[src/inc/remap_cache_pkg.sv]
package remap_cache_pkg;
    // Register map, byte offsets
    localparam logic [3:0] REG_CTRL = 4'h0;
    localparam logic [3:0] REG_STATUS = 4'h4;
    localparam logic [3:0] REG_INVAL = 4'h8;
    // Control fields
    localparam int CTRL_TMS_LO = 0;
    localparam int CTRL_TMS_HI = 1;
    localparam int CTRL_FIVE_LEVEL = 2;
    localparam int CTRL_CM = 3;
    localparam int CTRL_MIX = 4;
    localparam logic [31:0] CTRL_MASK = 32'h0000_001F;
    localparam logic [31:0] CTRL_RESET = 32'h0000_0000;
    localparam logic [1:0] TMS_SCALABLE = 2'h1;
    // Invalidate fields, write one to drop every entry of that cache
    localparam int INV_CTX = 0;
    localparam int INV_SPACE = 1;
    localparam int INV_TLB = 2;
    localparam int INV_IRQ = 3;
    // Address tag bit positions
    localparam int MAX_GUEST_ADDR_WIDTH = 48;
    localparam int HOST_ADDR_WIDTH = 52;
    localparam int N_FIVE = 56;
    localparam int N_FOUR = 47;
    localparam int LO_4K = 12;
    localparam int LO_2M = 21;
    localparam int LO_1G = 30;
    localparam int PS_FS_HI = 56;
    localparam int PS_LO_L5 = 48;
    localparam int PS_LO_L4 = 39;
    localparam int PS_LO_L3 = 30;
    localparam int PS_LO_L2 = 21;
    localparam int HPT_LO_L4 = 41;
    localparam int HPT_LO_L3 = 33;
    localparam int HPT_LO_L2 = 25;
    localparam int HPT_LO_L1 = 17;
    localparam logic [15:0] RESERVED_DID = 16'h0000;
    localparam int IDX_W = 2;
    localparam int NE = 4;

    typedef enum logic [1:0] {MAP_FIRST, MAP_NESTED, MAP_SECOND, MAP_PASS} map_kind_t;
    typedef enum logic [1:0] {PG_4K, PG_2M, PG_1G} page_size_t;

    typedef struct packed {
        logic valid;
        logic fault;
        logic [15:0] sid;
        logic [15:0] did;
        logic [19:0] default_space_id;
    } ctx_fill_t;

    typedef struct packed {
        logic valid;
        logic fault;
        logic [15:0] sid;
        logic [19:0] pasid;
        logic [15:0] did;
    } space_fill_t;

    typedef struct packed {
        logic valid;
        logic fill;
        logic pasid_valid;
        logic [15:0] sid;
        logic [19:0] pasid;
        map_kind_t kind;
        page_size_t size;
        logic [63:0] addr;
    } tlb_req_t;

    typedef struct packed {
        logic second_stage;
        logic [2:0] level;
        logic [63:0] addr;
    } walk_req_t;

    typedef struct packed {
        logic valid;
        logic fill;
        logic [15:0] index;
    } irq_req_t;

    typedef struct packed {
        logic ctx_hit;
        logic space_hit;
        logic tlb_hit;
        logic irq_hit;
        logic [15:0] did;
        logic [19:0] pasid;
        logic [63:0] page_tag;
        logic [63:0] ps_tag;
        logic [63:0] hpt_tag;
    } lookup_rsp_t;
endpackage

[src/design/remap_cache_tagging.sv]
// Chosen here: the register offsets and strobed register access.
`timescale 1ns/10ps
// Summary of operation
// - Translation entries tagged by page number, low bit by size, top bit by mapping.
// - First-stage and nested top tag bit is 56 for five-level, 47 four-level.
// - Paging-structure tags: low bit 48/39/30/21 per level, top 56 or guest width.
// - Host-permission tags span host width minus one down to 41/33/25/17.
// - Scalable request without space id looks up using context default space id.
// - Such fills carry the default space id but stay marked as no-id allocations.
// - Optionally, id-carrying requests may hit no-id entries of the same requester.
// - Interrupt remap cache entries are tagged by interrupt index.
// - Context cache holds context entries indexed by source id.
// - Without caching mode, faulting context entries are never cached.
// - With caching mode, faulting legacy context entries carry domain tag zero.
// - Space-id cache holds table entries and works only in scalable mode.
// - Without caching mode, faulting space-id table entries are never cached.
// - With caching mode, faulting space-id entries carry domain tag zero.
// - A lookup hits only when every tag of that cache matches, mixed TLB hits and TLB space ids outside scalable mode excepted.
module remap_cache_tagging (
    input wire logic clk,
    input wire logic rst,
    input wire logic [3:0] reg_addr,
    input wire logic [31:0] reg_wdata,
    input wire logic reg_wr,
    input wire logic reg_rd,
    output logic [31:0] reg_rdata,
    input remap_cache_pkg::ctx_fill_t ctx_fill,
    input remap_cache_pkg::space_fill_t space_fill,
    input remap_cache_pkg::tlb_req_t tlb_req,
    input remap_cache_pkg::walk_req_t walk_req,
    input remap_cache_pkg::irq_req_t irq_req,
    output remap_cache_pkg::lookup_rsp_t rsp
);
    import remap_cache_pkg::*;

    function automatic logic [63:0] span(input int hi, input int lo);
        logic [63:0] m;
        m = '0;
        for (int i = 0; i < 64; i++) begin
            m[i] = (i <= hi) && (i >= lo);
        end
        return m;
    endfunction

    function automatic logic [63:0] page_tag(input tlb_req_t r, input logic five);
        int hi;
        int lo;
        case (r.size)
            PG_2M: lo = LO_2M;
            PG_1G: lo = LO_1G;
            default: lo = LO_4K;
        endcase
        case (r.kind)
            MAP_SECOND: hi = MAX_GUEST_ADDR_WIDTH;
            MAP_PASS: hi = HOST_ADDR_WIDTH;
            default: hi = five ? N_FIVE : N_FOUR;
        endcase
        return r.addr & span(hi, lo);
    endfunction

    function automatic logic [63:0] ps_tag(input walk_req_t w);
        int lo;
        case (w.level)
            3'd5: lo = PS_LO_L5;
            3'd4: lo = PS_LO_L4;
            3'd3: lo = PS_LO_L3;
            default: lo = PS_LO_L2;
        endcase
        return w.addr & span(w.second_stage ? MAX_GUEST_ADDR_WIDTH : PS_FS_HI, lo);
    endfunction

    function automatic logic [63:0] hpt_tag(input walk_req_t w);
        int lo;
        case (w.level)
            3'd4: lo = HPT_LO_L4;
            3'd3: lo = HPT_LO_L3;
            3'd2: lo = HPT_LO_L2;
            default: lo = HPT_LO_L1;
        endcase
        return w.addr & span(HOST_ADDR_WIDTH - 1, lo);
    endfunction

    // Xor hash so one space id used by many sources spreads over slots
    function automatic logic [IDX_W-1:0] slot(input logic [15:0] a, input logic [15:0] b);
        return a[IDX_W-1:0] ^ b[IDX_W-1:0];
    endfunction

    logic [31:0] ctrl_q;
    logic [31:0] rdata_q;
    logic [NE-1:0] ctx_v_q, ctx_v_d, sp_v_q, sp_v_d, tlb_v_q, tlb_v_d, irq_v_q, irq_v_d;
    logic [15:0] ctx_sid_q[NE];
    logic [15:0] ctx_did_q[NE];
    logic [19:0] ctx_dflt_q[NE];
    logic [15:0] sp_sid_q[NE];
    logic [19:0] sp_pasid_q[NE];
    logic [15:0] sp_did_q[NE];
    logic [NE-1:0] tlb_np_q;
    logic [15:0] tlb_sid_q[NE];
    logic [19:0] tlb_pasid_q[NE];
    logic [63:0] tlb_tag_q[NE];
    logic [1:0] tlb_kind_q[NE];
    logic [1:0] tlb_size_q[NE];
    logic [15:0] irq_idx_q[NE];
    lookup_rsp_t rsp_q, rsp_d;

    wire scalable = ctrl_q[CTRL_TMS_HI:CTRL_TMS_LO] == TMS_SCALABLE;
    wire five_level = ctrl_q[CTRL_FIVE_LEVEL];
    wire cm = ctrl_q[CTRL_CM];
    wire mix_en = ctrl_q[CTRL_MIX];
    wire [3:0] inv_w = (reg_wr && reg_addr == REG_INVAL) ? reg_wdata[3:0] : 4'h0;
    wire [31:0] status_w = {16'h0000, irq_v_q, tlb_v_q, sp_v_q, ctx_v_q};

    // Fill side
    wire [IDX_W-1:0] cf_i = slot(ctx_fill.sid, 16'h0000);
    wire ctx_alloc = ctx_fill.valid && (!ctx_fill.fault || cm);
    // Scalable entries have no domain tag, so zero there as well
    wire [15:0] ctx_did_w = (!scalable && !ctx_fill.fault) ? ctx_fill.did : RESERVED_DID;
    wire [IDX_W-1:0] sf_i = slot(space_fill.pasid[15:0], space_fill.sid);
    wire sp_alloc = space_fill.valid && scalable && (!space_fill.fault || cm);
    wire [15:0] sp_did_w = space_fill.fault ? RESERVED_DID : space_fill.did;

    // Lookup side
    wire lk = tlb_req.valid && !tlb_req.fill;
    wire [IDX_W-1:0] lc_i = slot(tlb_req.sid, 16'h0000);
    wire ctx_hit = ctx_v_q[lc_i] && ctx_sid_q[lc_i] == tlb_req.sid;
    wire [19:0] eff_pasid = tlb_req.pasid_valid ? tlb_req.pasid : ctx_dflt_q[lc_i];
    wire [IDX_W-1:0] ls_i = slot(eff_pasid[15:0], tlb_req.sid);
    wire sp_hit = scalable && (tlb_req.pasid_valid || ctx_hit) && sp_v_q[ls_i]
        && sp_sid_q[ls_i] == tlb_req.sid && sp_pasid_q[ls_i] == eff_pasid;
    wire [63:0] cur_tag = page_tag(tlb_req, five_level);
    wire [IDX_W-1:0] t_i = lc_i;
    wire np_match = tlb_np_q[t_i] && !tlb_req.pasid_valid;
    wire id_match = !tlb_np_q[t_i] && tlb_req.pasid_valid && tlb_pasid_q[t_i] == tlb_req.pasid;
    wire mix_match = mix_en && tlb_np_q[t_i] && tlb_req.pasid_valid;
    wire pasid_ok = !scalable || np_match || id_match || mix_match;
    wire tlb_hit = tlb_v_q[t_i] && tlb_sid_q[t_i] == tlb_req.sid && tlb_tag_q[t_i] == cur_tag
        && tlb_kind_q[t_i] == tlb_req.kind && tlb_size_q[t_i] == tlb_req.size
        && pasid_ok;
    wire tlb_alloc = tlb_req.valid && tlb_req.fill;
    wire [IDX_W-1:0] ir_i = irq_req.index[IDX_W-1:0];
    wire irq_hit = irq_v_q[ir_i] && irq_idx_q[ir_i] == irq_req.index;

    // A fill in the cycle of an invalidate survives it
    always_comb begin
        ctx_v_d = inv_w[INV_CTX] ? '0 : ctx_v_q;
        sp_v_d = inv_w[INV_SPACE] ? '0 : sp_v_q;
        tlb_v_d = inv_w[INV_TLB] ? '0 : tlb_v_q;
        irq_v_d = inv_w[INV_IRQ] ? '0 : irq_v_q;
        if (ctx_alloc) begin
            ctx_v_d[cf_i] = 1'b1;
        end
        if (sp_alloc) begin
            sp_v_d[sf_i] = 1'b1;
        end
        if (tlb_alloc) begin
            tlb_v_d[t_i] = 1'b1;
        end
        if (irq_req.valid && irq_req.fill) begin
            irq_v_d[ir_i] = 1'b1;
        end
    end

    always_comb begin
        rsp_d = '0;
        rsp_d.ctx_hit = lk && ctx_hit;
        rsp_d.space_hit = lk && sp_hit;
        rsp_d.tlb_hit = lk && tlb_hit;
        rsp_d.irq_hit = irq_req.valid && !irq_req.fill && irq_hit;
        rsp_d.did = sp_hit ? sp_did_q[ls_i] : ctx_did_q[lc_i];
        rsp_d.pasid = eff_pasid;
        rsp_d.page_tag = cur_tag;
        rsp_d.ps_tag = ps_tag(walk_req);
        rsp_d.hpt_tag = hpt_tag(walk_req);
    end

    always_ff @(posedge clk or posedge rst) begin
        if (rst) begin
            ctrl_q <= CTRL_RESET;
            rdata_q <= '0;
            rsp_q <= '0;
            ctx_v_q <= '0;
            sp_v_q <= '0;
            tlb_v_q <= '0;
            irq_v_q <= '0;
        end else begin
            if (reg_wr && reg_addr == REG_CTRL) begin
                ctrl_q <= reg_wdata & CTRL_MASK;
            end
            rdata_q <= !reg_rd ? '0 : reg_addr == REG_CTRL ? ctrl_q :
                reg_addr == REG_STATUS ? status_w : '0;
            rsp_q <= rsp_d;
            ctx_v_q <= ctx_v_d;
            sp_v_q <= sp_v_d;
            tlb_v_q <= tlb_v_d;
            irq_v_q <= irq_v_d;
        end
    end

    // Entry payloads need no reset; valid bits guard them
    always_ff @(posedge clk) begin
        if (ctx_alloc) begin
            ctx_sid_q[cf_i] <= ctx_fill.sid;
            ctx_did_q[cf_i] <= ctx_did_w;
            ctx_dflt_q[cf_i] <= ctx_fill.default_space_id;
        end
        if (sp_alloc) begin
            sp_sid_q[sf_i] <= space_fill.sid;
            sp_pasid_q[sf_i] <= space_fill.pasid;
            sp_did_q[sf_i] <= sp_did_w;
        end
        if (tlb_alloc) begin
            tlb_np_q[t_i] <= !tlb_req.pasid_valid;
            tlb_sid_q[t_i] <= tlb_req.sid;
            tlb_pasid_q[t_i] <= eff_pasid;
            tlb_tag_q[t_i] <= cur_tag;
            tlb_kind_q[t_i] <= tlb_req.kind;
            tlb_size_q[t_i] <= tlb_req.size;
        end
        if (irq_req.valid && irq_req.fill) begin
            irq_idx_q[ir_i] <= irq_req.index;
        end
    end

    assign reg_rdata = rdata_q;
    assign rsp = rsp_q;
endmodule

[config.mk]
export PLATFORM = sky130hd
export DESIGN_NAME = remap_cache_tagging
export DESIGN_NICKNAME = d
export VERILOG_FILES = /design/src/inc/remap_cache_pkg.sv /design/src/design/remap_cache_tagging.sv
export SDC_FILE = /design/constraint.sdc
export NUM_CORES = 1
export LEC_CHECK = 0
export ABC_CLOCK_PERIOD_IN_PS = 17100
export BUFFER_PORTS_ARGS = -buffer_cell sky130_fd_sc_hd__clkbuf_2
export CAP_MARGIN = 15
export CORE_MARGIN = 5
export CORE_UTILIZATION = 61
export CTS_CLUSTER_DIAMETER = 120
export DETAILED_ROUTE_END_ITERATION = 10
export GPL_TIMING_DRIVEN = 0
export PLACE_DENSITY = 0.89
export SLEW_MARGIN = 10
export SYNTH_ARGS = -nofsm -noshare
export SYNTH_HDL_FRONTEND = slang
export SYNTH_SLANG_ARGS = --single-unit
[constraint.sdc]
create_clock -name clk -period 17.1 [get_ports clk]
set_input_delay 0.855 -clock clk [delete_from_list [all_inputs] [get_ports clk]]
set_output_delay 0.855 -clock clk [all_outputs]
set_load 0.05 [all_outputs]
### After elaboration in Yosys (flattened, before gate mapping)

Memories as Yosys holds them, arrays and structs flattened.
Index checks and enable logic that the tools add are counted.

| word-level totals | value |
|---|---|
| register bits | 273 |
| memory bits (writable) | 896 |
| bits of input ports | 341 |
| output and inout bits | 264 |
| logic and storage cells | 599 |
| memories kept | 12 |

Memory list:

| name | words | bits a word | rd ports | clocked after memory_dff | wr ports | line | RTL |
|---|---|---|---|---|---|---|---|
| tlb_tag_q | 4 | 64 | 1 | 0 | 1 | remap_cache_tagging.sv:100 | `logic [63:0] tlb_tag_q[NE];` |
| ctx_dflt_q | 4 | 20 | 1 | 0 | 1 | remap_cache_tagging.sv:93 | `logic [19:0] ctx_dflt_q[NE];` |
| sp_pasid_q | 4 | 20 | 1 | 0 | 1 | remap_cache_tagging.sv:95 | `logic [19:0] sp_pasid_q[NE];` |
| tlb_pasid_q | 4 | 20 | 1 | 0 | 1 | remap_cache_tagging.sv:99 | `logic [19:0] tlb_pasid_q[NE];` |
| ctx_did_q | 4 | 16 | 1 | 0 | 1 | remap_cache_tagging.sv:92 | `logic [15:0] ctx_did_q[NE];` |
| ctx_sid_q | 4 | 16 | 1 | 0 | 1 | remap_cache_tagging.sv:91 | `logic [15:0] ctx_sid_q[NE];` |
| +6 memories | - | - | - | - | - | - |  |

| operators by class | value |
|---|---|
| order comparisons | 317 |
| equality and inequality tests | 20 |
| muxes and demuxes | 49 |
| bitwise operators | 9 |
| reductions and logical operators | 176 |

Operators with widths:

| kind | count |
|---|---|
| $ge 7x32->1 const A | 64 |
| $ge 6x32->1 const A | 32 |
| $le 7x32->1 const A | 32 |
| $ge 5x32->1 const A | 17 |
| $le 6x32->1 const A | 16 |
| $ge 4x32->1 const A | 12 |
| $le 5x32->1 const A | 8 |
| $ge 3x32->1 const A | 6 |
| $le 6x6->1 const A | 32 |
| $logic_and 1x1->1 | 162 |
| $and 64x64->64 | 2 |
| $le 4x32->1 const A | 4 |
| $ge 6x6->1 const A | 20 |
| $ge 1x32->1 const A | 3 |
| $ge 2x32->1 const A | 3 |
| $ge 5x6->1 const A | 16 |
| $le 5x6->1 const A | 16 |
| $mux 16 | 6 |
| $and 64x52->64 | 1 |
| $eq 16x16->1 | 4 |
| $eq 64x64->1 | 1 |
| $le 3x32->1 const A | 2 |
| $le 4x6->1 const A | 8 |
| $ge 4x6->1 const A | 7 |
| other kinds (29) | 97 |

### Logic depth before layout (Yosys ltp)

| depth | value |
|---|---|
| depth after elaboration | 11 |
| mapped depth | 18 |
| depth with buffers taken out | 11 |

### Least setup slack after synthesis

OpenSTA, ideal clock, no wires.

| timing | value |
|---|---|
| path kind | input-to-reg |
| start point | input port tlb_req[89] in the netlist's numbering |
| end point | memory tlb_kind_q[0][0] (enable) |
| setup time | 687 ps |
| data arrival time | 9,512 ps |
| data required time | 16,413 ps |
| setup slack | 6,902 ps |
| stages on the path | 9 |
| buffers on the path | 8 |
| cells stage by stage | buf_2 > buf_2 > buf_2 > buf_2 > buf_1 > buf_1 > clkbuf_1 > clkbuf_1 > nor3_1 |

RTL lines:

| what | line | RTL |
|---|---|---|
| start: declaration | remap_cache_tagging.sv:29 | `input remap_cache_pkg::tlb_req_t tlb_req,` |
| end: declaration | remap_cache_tagging.sv:101 | `logic [1:0] tlb_kind_q[NE];` |

No word-level cell before the write port.

### Worst setup path after layout

| timing | value |
|---|---|
| start point | input port tlb_req[89] in the netlist's numbering |
| end point | memory tlb_tag_q[3][42] (enable) |

RTL lines:

| what | line |
|---|---|
| end: declaration | remap_cache_tagging.sv:100 |

No word-level cell before the write port.

==> impl_results.rst <==
.. list-table::
   :header-rows: 1

   * - Metric
     - Value
   * - Number of hold violations in the final report
     - 0
   * - Placed wire-length estimate
     - 82100 um
   * - Number of storage elements in the synthesis netlist
     - 1129
   * - Cell Area, Synth
     - between 40000 and 50000 sq um
   * - Path type of the worst setup path
     - in2reg
   * - Count of routing violations after the opening detailed-route iteration
     - 3120
   * - Via count of the first global-routing pass
     - 26100
   * - Vias per std cell
     - 6.08
   * - Cell accounting for the most synthesized area
     - edfxtp_1
   * - Post-layout minimum cycle time
     - 6.39 ns
   * - Deepest clock path buffer count
     - 3
   * - Total negative setup slack
     - 0 ns
   * - Post-Syn Instances
     - 2282
   * - Routability congestion estimate from global placement
     - about 0.92
   * - Via count
     - ~25000
   * - Outcome
     - finished clean
   * - FF-to-FF Start
     - ctx_dflt_q[0][0]$_DFFE_PP_
   * - Final WL
     - 121000 um
   * - H-tree depth reported by CTS
     - 3
   * - DR DRC count
     - 0
   * - Antenna-violating nets left
     - 0
   * - Largest net degree at the start of global routing
     - 128
   * - Number of optimization iterations in the first detailed-route pass
     - 6
   * - Mean post-synth cell area
     - 18.7 sq um
   * - Number of buffers inserted by port buffering
     - 500
   * - Final layout net count
     - 3431
   * - Max Freq
     - between 150 and 200 MHz
   * - Leak Pwr
     - 19.7 nW
   * - Latest clock arrival within the worst-skew pair
     - about 0.67 ns
   * - CP Data Required Time
     - 17.46 ns
   * - Critical Path Sink Type
     - flop
   * - Power per cell area
     - 121 nW/um^2
   * - Critical path, cell by cell
     - clkbuf_2, buf_2, buf_2, buf_2, buf_2, buf_1, buf_1, clkbuf_1, clkbuf_1, nand3_1, nor2_4, buf_12, buf_12, buf_12, buf_12
   * - Yosys warning total
     - 0
   * - Die Height
     - 275 um
   * - # Post-CTS Setup Buffers
     - 0
   * - RSZ-0062 raised after global routing
     - no
   * - Bufs and invs on worst path
     - 13
   * - Ys async rst share
     - 0.217
   * - Post-CTS sizing
     - 0
   * - Relative slew slack
     - 0.174
   * - Num CTS Buffers
     - 107
   * - Leading cell types in the layout, fill and taps excluded
     - edfxtp_1 (884), clkbuf_2 (500), dfrtp_1 (245)
   * - Critical Path Source Type
     - primary input
   * - Remaining Overflow, GRT
     - 0
   * - Number of max-cap violations
     - 0
   * - Number of max-slew violations in the final report
     - 0
   * - Fraction of post-synthesis cell area in the top cell type by area
     - 0.621
   * - Initial cell density of the core
     - 0.613
   * - Max rail drop VDD
     - 0.115 mV
   * - Number of flops mapped to enable cells by yosys
     - around 900
   * - Largest cells by area after synthesis
     - edfxtp_1 (62%), dfrtp_1 (14%), mux4_2 (8.3%)
   * - Family with the most delay on the worst path
     - buffers and inverters
   * - Post-CTS Hold Buffers
     - 0
   * - Crit path max-delay cell type
     - clkbuf_1
   * - Count of different cell masters after synthesis
     - 67
   * - TritonCTS clock tree
     - done
   * - Worst setup startpoint
     - tlb_req[89]
   * - Antenna violations before repair
     - 28
   * - Worst setup skew after layout
     - around 0.024 ns
   * - Die outline width
     - roughly 270 um
   * - Data arrival, critical path
     - 6.76 ns
   * - Row cnt
     - 97
   * - Die Area
     - between 70000 and 80000 sq um
   * - First-pass GRT wire length
     - roughly 170000 um
   * - Standard cell core area
     - 69800 sq um
   * - Most common library cell in the layout ignoring fill and taps
     - edfxtp_1
   * - Most frequently used flop master after synthesis
     - edfxtp_1
   * - Pre-CTS worst setup slack
     - 10.17 ns
   * - Layout cells sized above 1
     - 0.323
   * - # IOs
     - 605
   * - Worst setup margin
     - 10.71 ns
   * - Sequential fraction of the synthesis area
     - 0.764
   * - Synth-to-layout area growth
     - 20.8%
   * - Global Route Usage Sum
     - 0.315
   * - Maximum fanout along the worst path
     - 26
   * - Delay of the slowest cell on the worst path
     - 0.72 ns
   * - Clock Sink Count
     - between 1000 and 1500
   * - Hold WC Path Type
     - in2async
   * - Number of filler instances in the final layout
     - 3760
   * - Detail-routed net length per standard cell
     - approximately 30 um
   * - Root cell of the clock tree
     - clkbuf_16
   * - Transition time at the pin with the least slew margin
     - between 1 and 1.5 ns
   * - Number of setup violations in the final report
     - 0
   * - Clock transition at the registers of the reported paths
     - 0.06 ns
   * - Period Utilization, post-route
     - 0.374
[logic make-up (layout without fill, tap and decap cells)]
group / Yosys count / in the layout / share of synthesized area
mux: 253 / 253 / 0.109
fa+ha+maj: 4 / 4 / 0.00117
buf+inv: 194 / 981 / 0.0224
other cells: 1 / 130 / 0.0000877
compound gates: 146 / 146 / 0.0243
simple gates: 432 / 432 / 0.0530
flops: 1129 / 1129 / 0.764
xor+xnor: 123 / 123 / 0.0252
[final timing paths]
| kind | endpoint | slack [ns] | cells past startpoint |
|---|---|---|---|
| worst max-delay path | tlb_tag_q[3][42]$_DFFE_PP_ | 10.71 | 15 |
| worst min-delay path | rsp[117]$_DFF_PP0_ | 0.09 | 2 |
| worst max register to register | rsp[222]$_DFF_PP0_ | 12.46 | 15 |
| worst min register to register | tlb_v_q[0]$_DFF_PP0_ | 0.49 | 1 |
| max in group asynchronous | rsp[204]$_DFF_PP0_ | 15.63 | 4 |
| min in group clk | rsp[112]$_DFF_PP0_ | 0.31 | 1 |
[metal layers]
| layer | GRT usage | vias to the layer above | wire length [um] | part of all wire |
|---|---|---|---|---|
| met5 | 0 | - | 164 | 0.0014 |
| met4 | 0.157 | 24 | 6880 | 0.057 |
| met3 | 0.0887 | 408 | 13400 | 0.11 |
| met2 | 0.530 | 1763 | 60700 | 0.50 |
| met1 | 0.377 | 12700 | 39300 | 0.33 |
| li1 | - | 10300 | - | - |
[power breakdown]
group	internal, mW	switching, mW
logic	0.198	0.431
clock network	1.46	1.02
registers	3.08	0.0530
total	4.74	1.51
[Yosys cell counts, types with 3 or more instances]
library cell	n
a311oi_1	4
mux2i_1	63
nor2_1	17
ha_1	4
inv_1	46
a32oi_1	4
nor2b_1	41
clkbuf_1	61
nand4_1	23
o211ai_1	7
a221oi_1	10
and2_1	76
a21oi_1	12
o21ai_0	22
o22ai_1	9
mux4_2	157
buf_2	22
mux2_2	16
nor4b_1	4
nor3b_1	5
o221ai_1	3
xor2_1	37
a21o_1	19
and3_1	32
nor3_1	20
nand3_1	20
mux4_1	7
buf_1	19
dfrtp_1	245
nor4_1	19
a2bb2oi_1	4
xnor2_1	86
a31oi_1	23
a22oi_1	4
buf_4	41
edfxtp_1	884
nand2_1	154
mux2_4	10
a22o_1	7
nand2b_1	8
[layout make-up]
class	instances	area, sq um	share of cell area
diodes	18	45.0	0.000872
plain buffers	147	781	0.0151
clock buffers	165	3280	0.0636
clock inverters	38	464	0.00899
inverters	47	184	0.00356
multi-input cells	1070	9620	0.186
flip-flops and latches	1129	32700	0.633
well taps	940	1180	0.0228
repair buffers	584	3430	0.0664
[flip-flops by register name, indices dropped and copies added (netlist names), 64 cells and up]
name / flops
tlb_tag_q: 240
rsp: 208
ctx_dflt_q: 80
sp_pasid_q: 80
tlb_pasid_q: 80
ctx_did_q: 64
ctx_sid_q: 64
irq_idx_q: 64
sp_did_q: 64
sp_sid_q: 64
tlb_sid_q: 64
[stage by stage]
| stage | utilization | hold slack [ns] | area (sq um) | std cells | total power [mW] |
|---|---|---|---|---|---|
| floorplan | - | 0.455 | 43200 | 2393 | 3.56 |
| global route | 0.740 | 0.0649 | 51700 | 4135 | 6.42 |
| finish | 0.740 | 0.0852 | 51700 | 4138 | 6.25 |
| CTS | 0.739 | 0.0473 | 51600 | 4118 | 6.25 |
| global placement | 0.671 | 0.472 | 46800 | 3833 | 3.76 |
| detailed placement | 0.686 | 0.482 | 47800 | 3915 | 3.79 |
Power figures use the tool's default switching activity.
